**src/rtl/mci_pkg.sv**
```systemverilog
// Package with port map, field positions and encodings of the module control bus.
package mci_pkg;
	// ****************************************************************
	// Bus geometry
	// ****************************************************************
	localparam int ADDR_W = 4;
	localparam int DATA_W = 8;
	localparam int NUM_PROC = 8;
	// ****************************************************************
	// Port addresses
	// ****************************************************************
	localparam logic [3:0] PORT_RESET = 4'h0;
	localparam logic [3:0] PORT_BOOT = 4'h1;
	localparam logic [3:0] PORT_EEPROM = 4'h2;
	localparam logic [3:0] PORT_PROC_ID = 4'h3;
	localparam logic [3:0] PORT_STATUS = 4'h4;
	localparam logic [3:0] PORT_IRQ_MASK = 4'h5;
	localparam logic [3:0] PORT_IRQ_GEN = 4'h6;
	// ****************************************************************
	// Field positions
	// ****************************************************************
	localparam int EE_CS_BIT = 0;
	localparam int EE_SK_BIT = 1;
	localparam int EE_DI_BIT = 2;
	localparam int EE_DO_BIT = 3;
	localparam int ST_SENSE_BIT = 0;
	localparam int ST_MRST_BIT = 1;
	localparam int ST_ROM_SERIAL_OUT_BIT_BIT = 2;
	// ****************************************************************
	// Reset values and encodings
	// ****************************************************************
	localparam logic [7:0] RESET_REG_INIT = 8'h00;
	localparam logic [7:0] BOOT_REG_INIT = 8'h00;
	localparam logic [7:0] EE_REG_INIT = 8'h00;
	localparam logic [7:0] ID_REG_INIT = 8'h00;
	localparam logic [7:0] MASK_REG_INIT = 8'h00;
	localparam logic [7:0] BOOT_SEC_MASK = 8'hFE;
	localparam logic [1:0] BOOT_LINK = 2'h0;
	localparam logic [1:0] BOOT_HOST = 2'h1;
	localparam logic [1:0] BOOT_PROM = 2'h2;
	localparam logic [1:0] BOOT_NONE = 2'h3;
	localparam logic [31:0] NOBOOT_START_ADDR = 32'h0040_0004;
	localparam int EEPROM_BITS = 1024;
	localparam int EEPROM_WORDS = 64;
	localparam int EEPROM_WORD_W = 16;
	// ****************************************************************
	// APB register map of the host controller
	// ****************************************************************
	localparam logic [11:0] APB_CMD = 12'h000;
	localparam logic [11:0] APB_STAT = 12'h004;
	localparam logic [11:0] APB_CTRL = 12'h008;
	localparam logic [11:0] APB_FLAGS = 12'h00C;
	localparam int CMD_WDATA_LSB = 0;
	localparam int CMD_ADDR_LSB = 8;
	localparam int CMD_WRITE_BIT = 12;
	localparam int STAT_RDATA_LSB = 0;
	localparam int STAT_BUSY_BIT = 8;
	localparam int STAT_SENSE_BIT = 9;
	localparam int CTRL_MRST_BIT = 0;
	localparam int CTRL_BOOT_LSB = 1;
	// ****************************************************************
	// Host controller states
	// ****************************************************************
	typedef enum logic [1:0] {
		MCI_IDLE,
		MCI_SETUP,
		MCI_STROBE,
		MCI_HOLD
	} mci_state_t;
endpackage

```
**src/rtl/mci_if.sv**
```systemverilog
// Interface joining the carrier board controller and the module control end.
`timescale 1ns/100ps
interface mci_if;
	logic [3:0] addr;
	logic [7:0] wdata;
	logic [7:0] rdata;
	logic wr_stb;
	logic rd_en;
	logic mrst_n;
	logic [1:0] boot_pins;
	logic sense;
	logic [7:0] host_flags;
	logic [7:0] mod_flags;
	modport module_end (
		input addr, wdata, wr_stb, rd_en, mrst_n, boot_pins, host_flags,
		output rdata, sense, mod_flags
	);
	modport host_end (
		output addr, wdata, wr_stb, rd_en, mrst_n, boot_pins, host_flags,
		input rdata, sense, mod_flags
	);
endinterface

```
**src/rtl/mci_module.sv**
```systemverilog
// Module end of the control bus: port registers and processor controls.
//
// Added by the designer: the APB slave port.
`timescale 1ns/100ps
// Operation
// - Sixteen ports over a private 8-bit bus
// - Ports 0-6 fixed, 7-F unused here
// - Reset bit per processor, 1 releases
// - Master reset forces all processors reset
// - Bits 1-7 select secondary boot mode
// - EEPROM port: cs, clock, din, dout
// - Processor-ID register drives ID pins
// - Status register shows live state
// - Mask bit per processor gates interrupt
// - Any generate write pulses enabled interrupts
// - Carrier always provides the control bus
// - EEPROM holds 64 words of 16 bits
// - Boot pins pick primary boot mode
// - Host sets boot pins before reset release
// - Module reset halts every processor at once
// - No-boot start address 0x00400004 bank 0
// - Link zero goes to primary link 4
// - Host boot uses external port buffer zero
// - PROM boot turns boot select to output
// - Sense active passes test data through
// - Module reads flags 0-3, drives 4-7
module mci_module #(
	parameter int NPROC = 8
) (
	input wire logic i_core_clk, // module clock
	input wire logic i_nrst, // async reset, active low
	mci_if.module_end bus, // carrier side
	input wire logic i_present, // at least one processor fitted
	input wire logic i_tdi, // test data in
	output logic o_tdo, // test data out
	input wire logic i_rom_serial_out_bit, // EEPROM data out pin
	output logic o_rom_select_bit, // EEPROM chip select
	output logic o_rom_serial_clock_bit, // EEPROM serial clock
	output logic o_rom_serial_in_bit, // EEPROM data in
	output logic [NPROC-1:0] o_proc_rst_n, // processor resets, low active
	output logic [NPROC-1:0] o_boot_host, // secondary boot, 1 host
	output logic [1:0] o_primary_boot, // primary boot mode code
	output logic [7:0] o_proc_id, // processor-ID configuration
	output logic [NPROC-1:0] o_lowest_interrupt_input, // irq pulses
	input wire logic [3:0] i_dev_flags, // module drivers for flags 4-7
	output logic [3:0] o_dev_flags // flags 0-3 seen by module
);
	if (NPROC < 1 || NPROC > mci_pkg::NUM_PROC)
	begin : g_bad_nproc
		$error("NPROC must be 1 to 8");
	end
	// The bit-bang port is sized for this identification memory geometry.
	if (mci_pkg::EEPROM_WORDS * mci_pkg::EEPROM_WORD_W
		!= mci_pkg::EEPROM_BITS)
	begin : g_bad_rom
		$error("identification memory geometry inconsistent");
	end

	// ****************************************************************
	// State
	// ****************************************************************
	typedef struct packed {
		logic [7:0] run;
		logic [7:0] boot;
		logic [2:0] ee;
		logic [7:0] pid;
		logic [7:0] mask;
		logic [7:0] irq;
		logic [1:0] pboot;
		logic mr_q;
		logic mr_s;
		logic do_q;
		logic do_s;
		logic [7:0] rdata;
	} mci_mod_t;

	mci_mod_t st;
	mci_mod_t next_st;
	logic [7:0] stat;

	always_comb
	begin
		stat = 8'h00;
		stat[mci_pkg::ST_SENSE_BIT] = i_present;
		stat[mci_pkg::ST_MRST_BIT] = st.mr_s;
		stat[mci_pkg::ST_ROM_SERIAL_OUT_BIT_BIT] = st.do_s;
	end

	always_comb
	begin
		next_st = st;
		next_st.mr_q = bus.mrst_n;
		next_st.mr_s = st.mr_q;
		next_st.do_q = i_rom_serial_out_bit;
		next_st.do_s = st.do_q;
		next_st.irq = 8'h00;
		// Boot pins are latched while reset is held so that they are
		// stable at release even if the host moves them afterwards.
		if (!st.mr_s)
			next_st.pboot = bus.boot_pins;
		if (bus.wr_stb)
		begin
			case (bus.addr)
				mci_pkg::PORT_RESET: next_st.run = bus.wdata;
				mci_pkg::PORT_BOOT:
					next_st.boot = bus.wdata & mci_pkg::BOOT_SEC_MASK;
				mci_pkg::PORT_EEPROM: next_st.ee = bus.wdata[2:0];
				mci_pkg::PORT_PROC_ID: next_st.pid = bus.wdata;
				mci_pkg::PORT_IRQ_MASK: next_st.mask = bus.wdata;
				mci_pkg::PORT_IRQ_GEN: next_st.irq = st.mask;
				default: next_st.irq = 8'h00;
			endcase
		end
		case (bus.addr)
			mci_pkg::PORT_RESET: next_st.rdata = st.run;
			mci_pkg::PORT_BOOT: next_st.rdata = st.boot;
			mci_pkg::PORT_EEPROM:
				next_st.rdata = {4'h0, st.do_s, 3'h0};
			mci_pkg::PORT_PROC_ID: next_st.rdata = st.pid;
			mci_pkg::PORT_STATUS: next_st.rdata = stat;
			mci_pkg::PORT_IRQ_MASK: next_st.rdata = st.mask;
			default: next_st.rdata = 8'h00;
		endcase
		// Master reset returns all port registers to power-up values; pboot follows the boot pins.
		if (!st.mr_s)
		begin
			next_st.run = mci_pkg::RESET_REG_INIT;
			next_st.boot = mci_pkg::BOOT_REG_INIT;
			next_st.ee = mci_pkg::EE_REG_INIT[2:0];
			next_st.pid = mci_pkg::ID_REG_INIT;
			next_st.mask = mci_pkg::MASK_REG_INIT;
			next_st.irq = 8'h00;
		end
	end

	always_ff @(posedge i_core_clk or negedge i_nrst)
	begin
		if (!i_nrst)
			st <= '0;
		else
			st <= next_st;
	end

	// ****************************************************************
	// Outputs
	// ****************************************************************
	// The raw master reset is ANDed in so reset acts at once.
	genvar g;
	generate
		for (g = 0; g < NPROC; g++)
		begin : g_proc
			assign o_proc_rst_n[g] = st.run[g] & bus.mrst_n & st.mr_s;
			assign o_boot_host[g] = st.boot[g];
			assign o_lowest_interrupt_input[g] = st.irq[g];
		end
	endgenerate

	assign bus.rdata = bus.rd_en ? st.rdata : 8'h00;
	assign bus.sense = i_present;
	assign o_tdo = i_tdi;
	assign o_rom_select_bit = st.ee[mci_pkg::EE_CS_BIT];
	assign o_rom_serial_clock_bit = st.ee[mci_pkg::EE_SK_BIT];
	assign o_rom_serial_in_bit = st.ee[mci_pkg::EE_DI_BIT];
	// The primary processor's own boot logic acts on this code.
	assign o_primary_boot = st.pboot;
	assign o_proc_id = st.pid;
	assign o_dev_flags = bus.host_flags[3:0];
	assign bus.mod_flags = {i_dev_flags, 4'h0};
endmodule

```
**src/flat_wrapper.sv**
```systemverilog
// flat-port wrapper written by rule: the top's interface ports become plain ports
module mci_module_flat 
#(
	parameter int NPROC = 8
)
  (i_core_clk, i_nrst, i_present, i_tdi, o_tdo, i_rom_serial_out_bit, o_rom_select_bit, o_rom_serial_clock_bit, o_rom_serial_in_bit, o_proc_rst_n, o_boot_host, o_primary_boot, o_proc_id, o_lowest_interrupt_input, i_dev_flags, o_dev_flags, bus_addr, bus_wdata, bus_wr_stb, bus_rd_en, bus_mrst_n, bus_boot_pins, bus_host_flags, bus_rdata, bus_sense, bus_mod_flags);
  mci_if bus_i ();
  input wire logic i_core_clk;
  input wire logic i_nrst;
  input wire logic i_present;
  input wire logic i_tdi;
  output logic o_tdo;
  input wire logic i_rom_serial_out_bit;
  output logic o_rom_select_bit;
  output logic o_rom_serial_clock_bit;
  output logic o_rom_serial_in_bit;
  output logic [NPROC-1:0] o_proc_rst_n;
  output logic [NPROC-1:0] o_boot_host;
  output logic [1:0] o_primary_boot;
  output logic [7:0] o_proc_id;
  output logic [NPROC-1:0] o_lowest_interrupt_input;
  input wire logic [3:0] i_dev_flags;
  output logic [3:0] o_dev_flags;
  input wire logic [$bits(bus_i.addr)-1:0] bus_addr;
  input wire logic [$bits(bus_i.wdata)-1:0] bus_wdata;
  input wire logic [$bits(bus_i.wr_stb)-1:0] bus_wr_stb;
  input wire logic [$bits(bus_i.rd_en)-1:0] bus_rd_en;
  input wire logic [$bits(bus_i.mrst_n)-1:0] bus_mrst_n;
  input wire logic [$bits(bus_i.boot_pins)-1:0] bus_boot_pins;
  input wire logic [$bits(bus_i.host_flags)-1:0] bus_host_flags;
  output wire logic [$bits(bus_i.rdata)-1:0] bus_rdata;
  output wire logic [$bits(bus_i.sense)-1:0] bus_sense;
  output wire logic [$bits(bus_i.mod_flags)-1:0] bus_mod_flags;
  assign bus_i.addr = bus_addr;
  assign bus_i.wdata = bus_wdata;
  assign bus_i.wr_stb = bus_wr_stb;
  assign bus_i.rd_en = bus_rd_en;
  assign bus_i.mrst_n = bus_mrst_n;
  assign bus_i.boot_pins = bus_boot_pins;
  assign bus_i.host_flags = bus_host_flags;
  assign bus_rdata = bus_i.rdata;
  assign bus_sense = bus_i.sense;
  assign bus_mod_flags = bus_i.mod_flags;
  mci_module #(.NPROC(NPROC)) u_core (.i_core_clk(i_core_clk), .i_nrst(i_nrst), .bus(bus_i), .i_present(i_present), .i_tdi(i_tdi), .o_tdo(o_tdo), .i_rom_serial_out_bit(i_rom_serial_out_bit), .o_rom_select_bit(o_rom_select_bit), .o_rom_serial_clock_bit(o_rom_serial_clock_bit), .o_rom_serial_in_bit(o_rom_serial_in_bit), .o_proc_rst_n(o_proc_rst_n), .o_boot_host(o_boot_host), .o_primary_boot(o_primary_boot), .o_proc_id(o_proc_id), .o_lowest_interrupt_input(o_lowest_interrupt_input), .i_dev_flags(i_dev_flags), .o_dev_flags(o_dev_flags));
endmodule
```
**config.mk**
```make
export PLATFORM = sky130hd
export DESIGN_NAME = mci_module_flat
export DESIGN_NICKNAME = d
export VERILOG_FILES = /design/src/rtl/mci_pkg.sv /design/src/rtl/mci_if.sv /design/src/rtl/mci_module.sv /design/src/flat_wrapper.sv
export SDC_FILE = /design/constraint.sdc
export NUM_CORES = 1
export LEC_CHECK = 0
export ABC_AREA = 1
export BUFFER_PORTS_ARGS = -buffer_cell sky130_fd_sc_hd__buf_2
export CORE_MARGIN = 2
export CORE_UTILIZATION = 50
export DETAILED_ROUTE_END_ITERATION = 12
export HOLD_SLACK_MARGIN = 0.03
export PLACE_DENSITY = 0.91
export SYNTH_ARGS = -nofsm -noshare
export SYNTH_HDL_FRONTEND = slang
export SYNTH_SLANG_ARGS = --single-unit
export TNS_END_PERCENT = 10
```
**constraint.sdc**
```tcl
create_clock -name i_core_clk -period 1.3 [get_ports i_core_clk]
set_input_delay 0.195 -clock i_core_clk [delete_from_list [all_inputs] [get_ports i_core_clk]]
set_output_delay 0.195 -clock i_core_clk [all_outputs]
set_load 0.01 [all_outputs]
```
==> reports/qor.csv, run 1 <==
metric;value;unit
synthArstFlopShare;1.00;
ys_seq_area_frac;0.498;
worst_setup_path_end_kind;flip-flop;
grt_pass1_vias;2225;
row_count;27;
post_drt_wl_per_cell;14.3;um
clkSinkCount;56;
vias;2382;
crit_path_start_kind;flip-flop;
ys.flop_type;dfrtp_1;
min_from;bus_boot_pins[0];
drc_errors;0;
hold_slack;111;ps
synth_top_area_frac;0.498;
period_needed;1300;ps
drtPass1Iterations;5;
setup_viol;0;
arrival;1500;ps
synth_cells;341;
io_pins;93;
ys_ff_latch;56;
dieHeight;79.0;um
max_freq;771;MHz
grt_first_pass_wirelength;10.5;mm
track_usage;0.221;
viasPerCell;5.25;
synth_warnings;0;
grt_overflow;0;
synth.avg_cell_area;8.25;um^2
n_antenna_cell;0;
min_period_over_period;0.998;
cts_buffer_depth;2;
crit_start;u_core.st[10];
dieArea;6240;um^2
io_buffer_count;65;
cts_made_buffers;5;
die_width;79.0;um
cts_tree;built;
grt_setup_unrepaired;yes;
min_path_type;input pin to flip-flop;
clk_latency;320;ps
drt_iter0_drc;215;
r2r_start;u_core.st[10];
reg2reg_depth;7;
root_buffer;clkbuf_8;
yosysTopAreaCell;dfrtp_1;
status;completed;
maxSlewViolCount;0;
final_util;0.572;
start_util;0.514;
gp_congestion;0.920;
dpl.hpwl;4.86;mm
peakVddDrop;0.520;mV
powerDensity;978;nW/um^2
synthTopCellsByCount;73 x nand3_1, 67 x nand2_1, 56 x dfrtp_1, 44 x buf_4, 35 x inv_1;
yosys-top-cells-area;dfrtp_1 50%, nand3_1 13%, buf_4 12%;
antenna_found_initial;0;
synth_edf_count;0;
maxCapViolations;0;
crit_type;flip-flop to flip-flop;
drive_gt1_frac;0.254;
critPathRequiredTime;1500;ps
tns;0;ps
h-tree-depth;2;
routed_wl;6.50;mm
worst_r2r_endpoint;u_core.st[29];
synthToLayoutAreaGrowth;11.2;%
synth.distinct_cells;19;
yosysMostFrequentCell;nand3_1;
nNetsFinal;415;
ant_nets;0;
r2r_setup_slack;2;ps
fin_worst_skew;8.61;ps
hold_viol_final;0;
crit_end;u_core.st[29];
grt_max_degree;57;
crit_fanout;13;
synth_area;2810;um^2
clk_pin_slew_worst_paths;90;ps
leakage;1.77;nW
core_area;5470;um^2
[per-layer routing]
| metal | track usage | part of all wire | wire [um] | vias up |
|---|---|---|---|---|
| met5 | 0 | 0 | 0 | - |
| met4 | 0.107 | 0.034 | 222 | 0 |
| met3 | 0.0432 | 0.081 | 526 | 24 |
| met2 | 0.363 | 0.49 | 3200 | 112 |
| met1 | 0.281 | 0.39 | 2550 | 1125 |
| li1 | - | - | - | 1121 |
[cells by family after synthesis]
kind of cell           after synthesis  synth area share
AND/OR/NAND/NOR                    175             0.281
AO/OA/AOI/OAI                       18            0.0320
multiplexers                         2           0.00800
other                                1           0.00133
buffers and inverters               89             0.180
flip-flops                          56             0.498
[through the flow]
stage / instance area [um^2] / total power (W) / setup WS (ps) / std cells
5_1_grt: 3130 / 0.00316 / -64.6 / 454
3_5_place_dp: 2980 / 0.00211 / -40.7 / 442
3_3_place_gp: 2980 / 0.00210 / 21.9 / 442
2_1_floorplan: 2830 / 0.00202 / 266 / 345
6_report: 3130 / 0.00306 / 2.43 / 454
4_1_cts: 3120 / 0.00307 / 29.4 / 454
[cell type report]
type                            instances  area [um^2]
Clock buffer                            8         90.1
Fill cell                             531         2340
Timing Repair Buffer                   82          473
Inverter                               36          138
Multi-Input combinational cell        200          935
Tap cell                               72         90.1
Sequential cell                        56         1400
[critical path, stage by stage (launching register included)]
cell	delay [ps]
dfrtp_2	440
buf_4	170
nand2_2	120
inv_4	90
nand2_1	160
inv_1	80
nand3_1	70
nand2_1	60
[worst min-delay path by stage]
stage / endpoint / depth (start not counted)
global route: u_core.o_primary_boot[0] / 2
finish: u_core.o_primary_boot[0] / 2
global placement: u_core.next_st[8] / 2
detailed placement: u_core.o_proc_id[3] / 2
CTS: u_core.o_primary_boot[0] / 2
floorplan: u_core.next_st[10] / 0
[flip-flops by register name (all words and copies together) (netlist names)]
signal,flops
u_core.o_rom_serial_in_bit,1
u_core.next_st,2
u_core.o_primary_boot,2
u_core.o_proc_id,8
u_core.o_lowest_interrupt_input,8
u_core.o_rom_select_bit,1
u_core.o_boot_host,7
u_core.o_rom_serial_clock_bit,1
u_core.st,26
[power by group]
group          internal [W]  total, W  switching [W]
combinational      0.000102  0.000307       0.000205
sequential          0.00177   0.00179      0.0000181
clock              0.000436  0.000967       0.000531
[placed cells by master (no fill, tap or decap), types with 6 or more instances in the layout]
| master | n |
|---|---|
| nand3_1 | 73 |
| nand2_1 | 65 |
| buf_2 | 65 |
| dfrtp_1 | 55 |
| inv_1 | 35 |
| nor2_1 | 21 |
| buf_4 | 13 |
| o21ai_0 | 12 |
| o21ai_1 | 6 |
| clkbuf_8 | 6 |
[what timing repair did]
action                                  4_1_cts  5_1_grt
endpoints found under the setup margin       17       20
setup buffers                                 1        0
hold buffers                                  3        0
pin swaps                                     0        0
gates cloned                                  0        0
endpoints found under the hold margin        58        0
gates resized for setup                       4        3
No activity file was read; power rests on OpenSTA's default activity.
==> inputs of run 2 (changes only) <==
--- a/config.mk
+++ b/config.mk
@@ -6,12 +6,13 @@
 export NUM_CORES = 1
 export LEC_CHECK = 0
 export ABC_AREA = 1
-export BUFFER_PORTS_ARGS = -buffer_cell sky130_fd_sc_hd__buf_2
+export BUFFER_PORTS_ARGS = -buffer_cell sky130_fd_sc_hd__clkbuf_2
 export CORE_MARGIN = 2
 export CORE_UTILIZATION = 50
 export DETAILED_ROUTE_END_ITERATION = 12
 export HOLD_SLACK_MARGIN = 0.03
 export PLACE_DENSITY = 0.91
+export REMOVE_ABC_BUFFERS = 1
 export SYNTH_ARGS = -nofsm -noshare
 export SYNTH_HDL_FRONTEND = slang
 export SYNTH_SLANG_ARGS = --single-unit
==> run 2 against run 1 <==
  * Maximum frequency grew 3.7%
  * Core utilization grew 0.23 points
  * Count of clock-buffer cells in the layout shrank 2
  * Design area grew 0.40%
  * Via count shrank 2.5%
  * Critical endpoint is now u_core.o_proc_id[0]
==> reports/qor.csv, run 2 (synthesized netlist as in run 1, its figures left out) <==
metric;value;unit;change
io_pins;93;;unchanged
reg2reg_depth;7;;unchanged
drive_gt1_frac;0.257;;+0.00262
critPathRequiredTime;1510;ps;about the same
dieArea;6240;um^2;unchanged
crit_type;flip-flop to flip-flop;;
root_buffer;clkbuf_8;;
fin_worst_skew;5.07;ps;-3.54 ps
antenna_found_initial;0;;unchanged
grt_max_degree;57;;unchanged
crit_fanout;10;;-3
cpMostUsedCell;nand2_1;;
maxCapViolations;0;;unchanged
powerDensity;974;nW/um^2;-0.44%
post_drt_wl_per_cell;13.2;um;-7.9%
h-tree-depth;2;;unchanged
cts_tree;built;;
crit_path_start_kind;flip-flop;;
min_period_over_period;0.962;;-0.0358
n_antenna_cell;0;;unchanged
die_width;79.0;um;unchanged
row_count;27;;unchanged
start_util;0.514;;unchanged
crit_buf_inv;3;;unchanged
drt_iter0_drc;191;;-11%
placed_cells;441;;-0.23%
synthToLayoutAreaGrowth;11.6;%;
layout_commonest_cell;nand3_1;;
path_delay_family;flip-flops;;
track_usage;0.201;;-0.0195
maxSlewViolCount;0;;unchanged
r2r_setup_slack;50;ps;+50 ps
largest_register_ffs;26;;unchanged
crit_chain;buf_4 -> nand2_2 -> inv_4 -> nand2_1 -> inv_1 -> nand2_1 -> nand2_1;;
cpMaxStageDelayCell;dfrtp_2;;
cts_made_buffers;5;;unchanged
status;completed;;
min_from;bus_boot_pins[0];;
clkSinkCount;56;;unchanged
worst_r2r_endpoint;u_core.o_proc_id[0];;
min_path_type;input pin to flip-flop;;
grt_setup_unrepaired;yes;;
hold_end;u_core.o_primary_boot[0];;
grt_first_pass_wirelength;9.65;mm;-8.2%
fill_cells;474;;-11%
gp_congestion;0.867;;-5.8%
arrival;1460;ps;-40 ps
worst-path-stages;7;;unchanged
r2r_start;u_core.st[10];;
whs_path_depth;2;;unchanged
setup_viol;0;;unchanged
grt_pass1_vias;2028;;-8.9%
period_needed;1250;ps;-46.6 ps
cts_buffer_depth;2;;unchanged
clk_pin_slew_worst_paths;90;ps;about the same
io_buffer_count;65;;unchanged
core_area;5470;um^2;unchanged
regMostFlops;u_core.st;;
clk_latency;310;ps;about the same
hold_viol_final;0;;unchanged
grt_overflow;0;;unchanged
final_cell_mix;73 x nand3_1, 66 x nand2_1, 64 x clkbuf_2;;
dieHeight;79.0;um;unchanged
drtPass1Iterations;5;;unchanged
viasPerCell;5.12;;-2.5%
vias;2323;;-2.5%
final_cells;454;;unchanged
ant_nets;0;;unchanged
leakage;1.74;nW;-1.4%
dpl.hpwl;4.44;mm;-8.7%
worst_setup_path_end_kind;flip-flop;;
peakVddDrop;0.764;mV;+47%
max_stage_delay;440;ps;about the same
hold_slack;109;ps;-2.28 ps
multi_input_area;932;um^2;-0.27%
routed_wl;5.99;mm;-7.9%
max_freq;799;MHz;+3.7%
drc_errors;0;;unchanged
nNetsFinal;415;;unchanged
power;0.00306;W;about the same
seqCellArea;1400;um^2;unchanged
==> run 2: cell types whose count changed in the layout (fill, tap and decap cells not counted) <==
| cell | change |
|---|---|
| buf_2 | -64 |
| clkbuf_2 | +64 |
| clkinv_2 | +2 |
| nand2_2 | -1 |
| buf_12 | +1 |
| o21ai_0 | +1 |
| clkbuf_1 | -2 |
| buf_4 | -1 |
| nand2_1 | +1 |
| o21ai_1 | -1 |
==> run 2: power by group <==
part | leakage (nW) | internal (W) | switching (W)
combinational | 0.928 | 0.000105 | 0.000199
sequential | 0.765 | 0.00177 | 0.0000191
clock | 0.0510 | 0.000426 | 0.000540
total | 1.74 | 0.00230 | 0.000759
==> run 2: worst max-delay path by stage <==
| stage | to | start |
|---|---|---|
| finish | u_core.o_proc_id[0] | u_core.st[10] |
| global route | u_core.st[24] | u_core.st[10] |
| CTS | o_proc_rst_n[6] | u_core.st[10] |
| detailed placement | u_core.st[55] | bus_addr[0] |
| global placement | u_core.st[49] | bus_addr[0] |
| floorplan | o_proc_rst_n[0] | u_core.st[10] |
==> run 2: worst reg2reg max path: cells and delay by family (launching register included) <==
| kind | cells | cell delay (ps) |
|---|---|---|
| buffers and inverters | 3 | 340 |
| DFF | 1 | 440 |
| and+or+nand+nor | 4 | 380 |
==> run 2: stage by stage <==
step                utilization  TNS, ps  cell area [um^2]  setup slack, ps
floorplan                     -   -12190              2460             -338
global placement          0.546        0              2990             76.1
detailed placement        0.546     -218              2990            -54.3
CTS                       0.572        0              3130             25.2
global route              0.574    -58.9              3140            -20.7
finish                    0.574        0              3140             49.0
==> run 2: metal layers <==
layer	up-vias	GRT usage	wire length [um]
met5	-	0	0
li1	1126	-	-
met3	14	0.0670	535
met1	1045	0.257	2420
met4	0	0.0931	139
met2	138	0.311	2900
==> run 2: area by class of cell <==
class,instances,area share
flip-flops and latches,56,0.447
multi-input cells,200,0.297
repair buffers,82,0.155
inverters,36,0.0438
well taps,72,0.0287
clock buffers,6,0.0263
clock inverters,2,0.00319
==> run 2: what timing repair did <==
| action | CTS | global route |
|---|---|---|
| gates resized for setup | 2 | 4 |
| hold buffers | 3 | 0 |
| endpoints found under the setup margin | 8 | 18 |
| setup buffers | 2 | 0 |
| endpoints found under the hold margin | 58 | 0 |
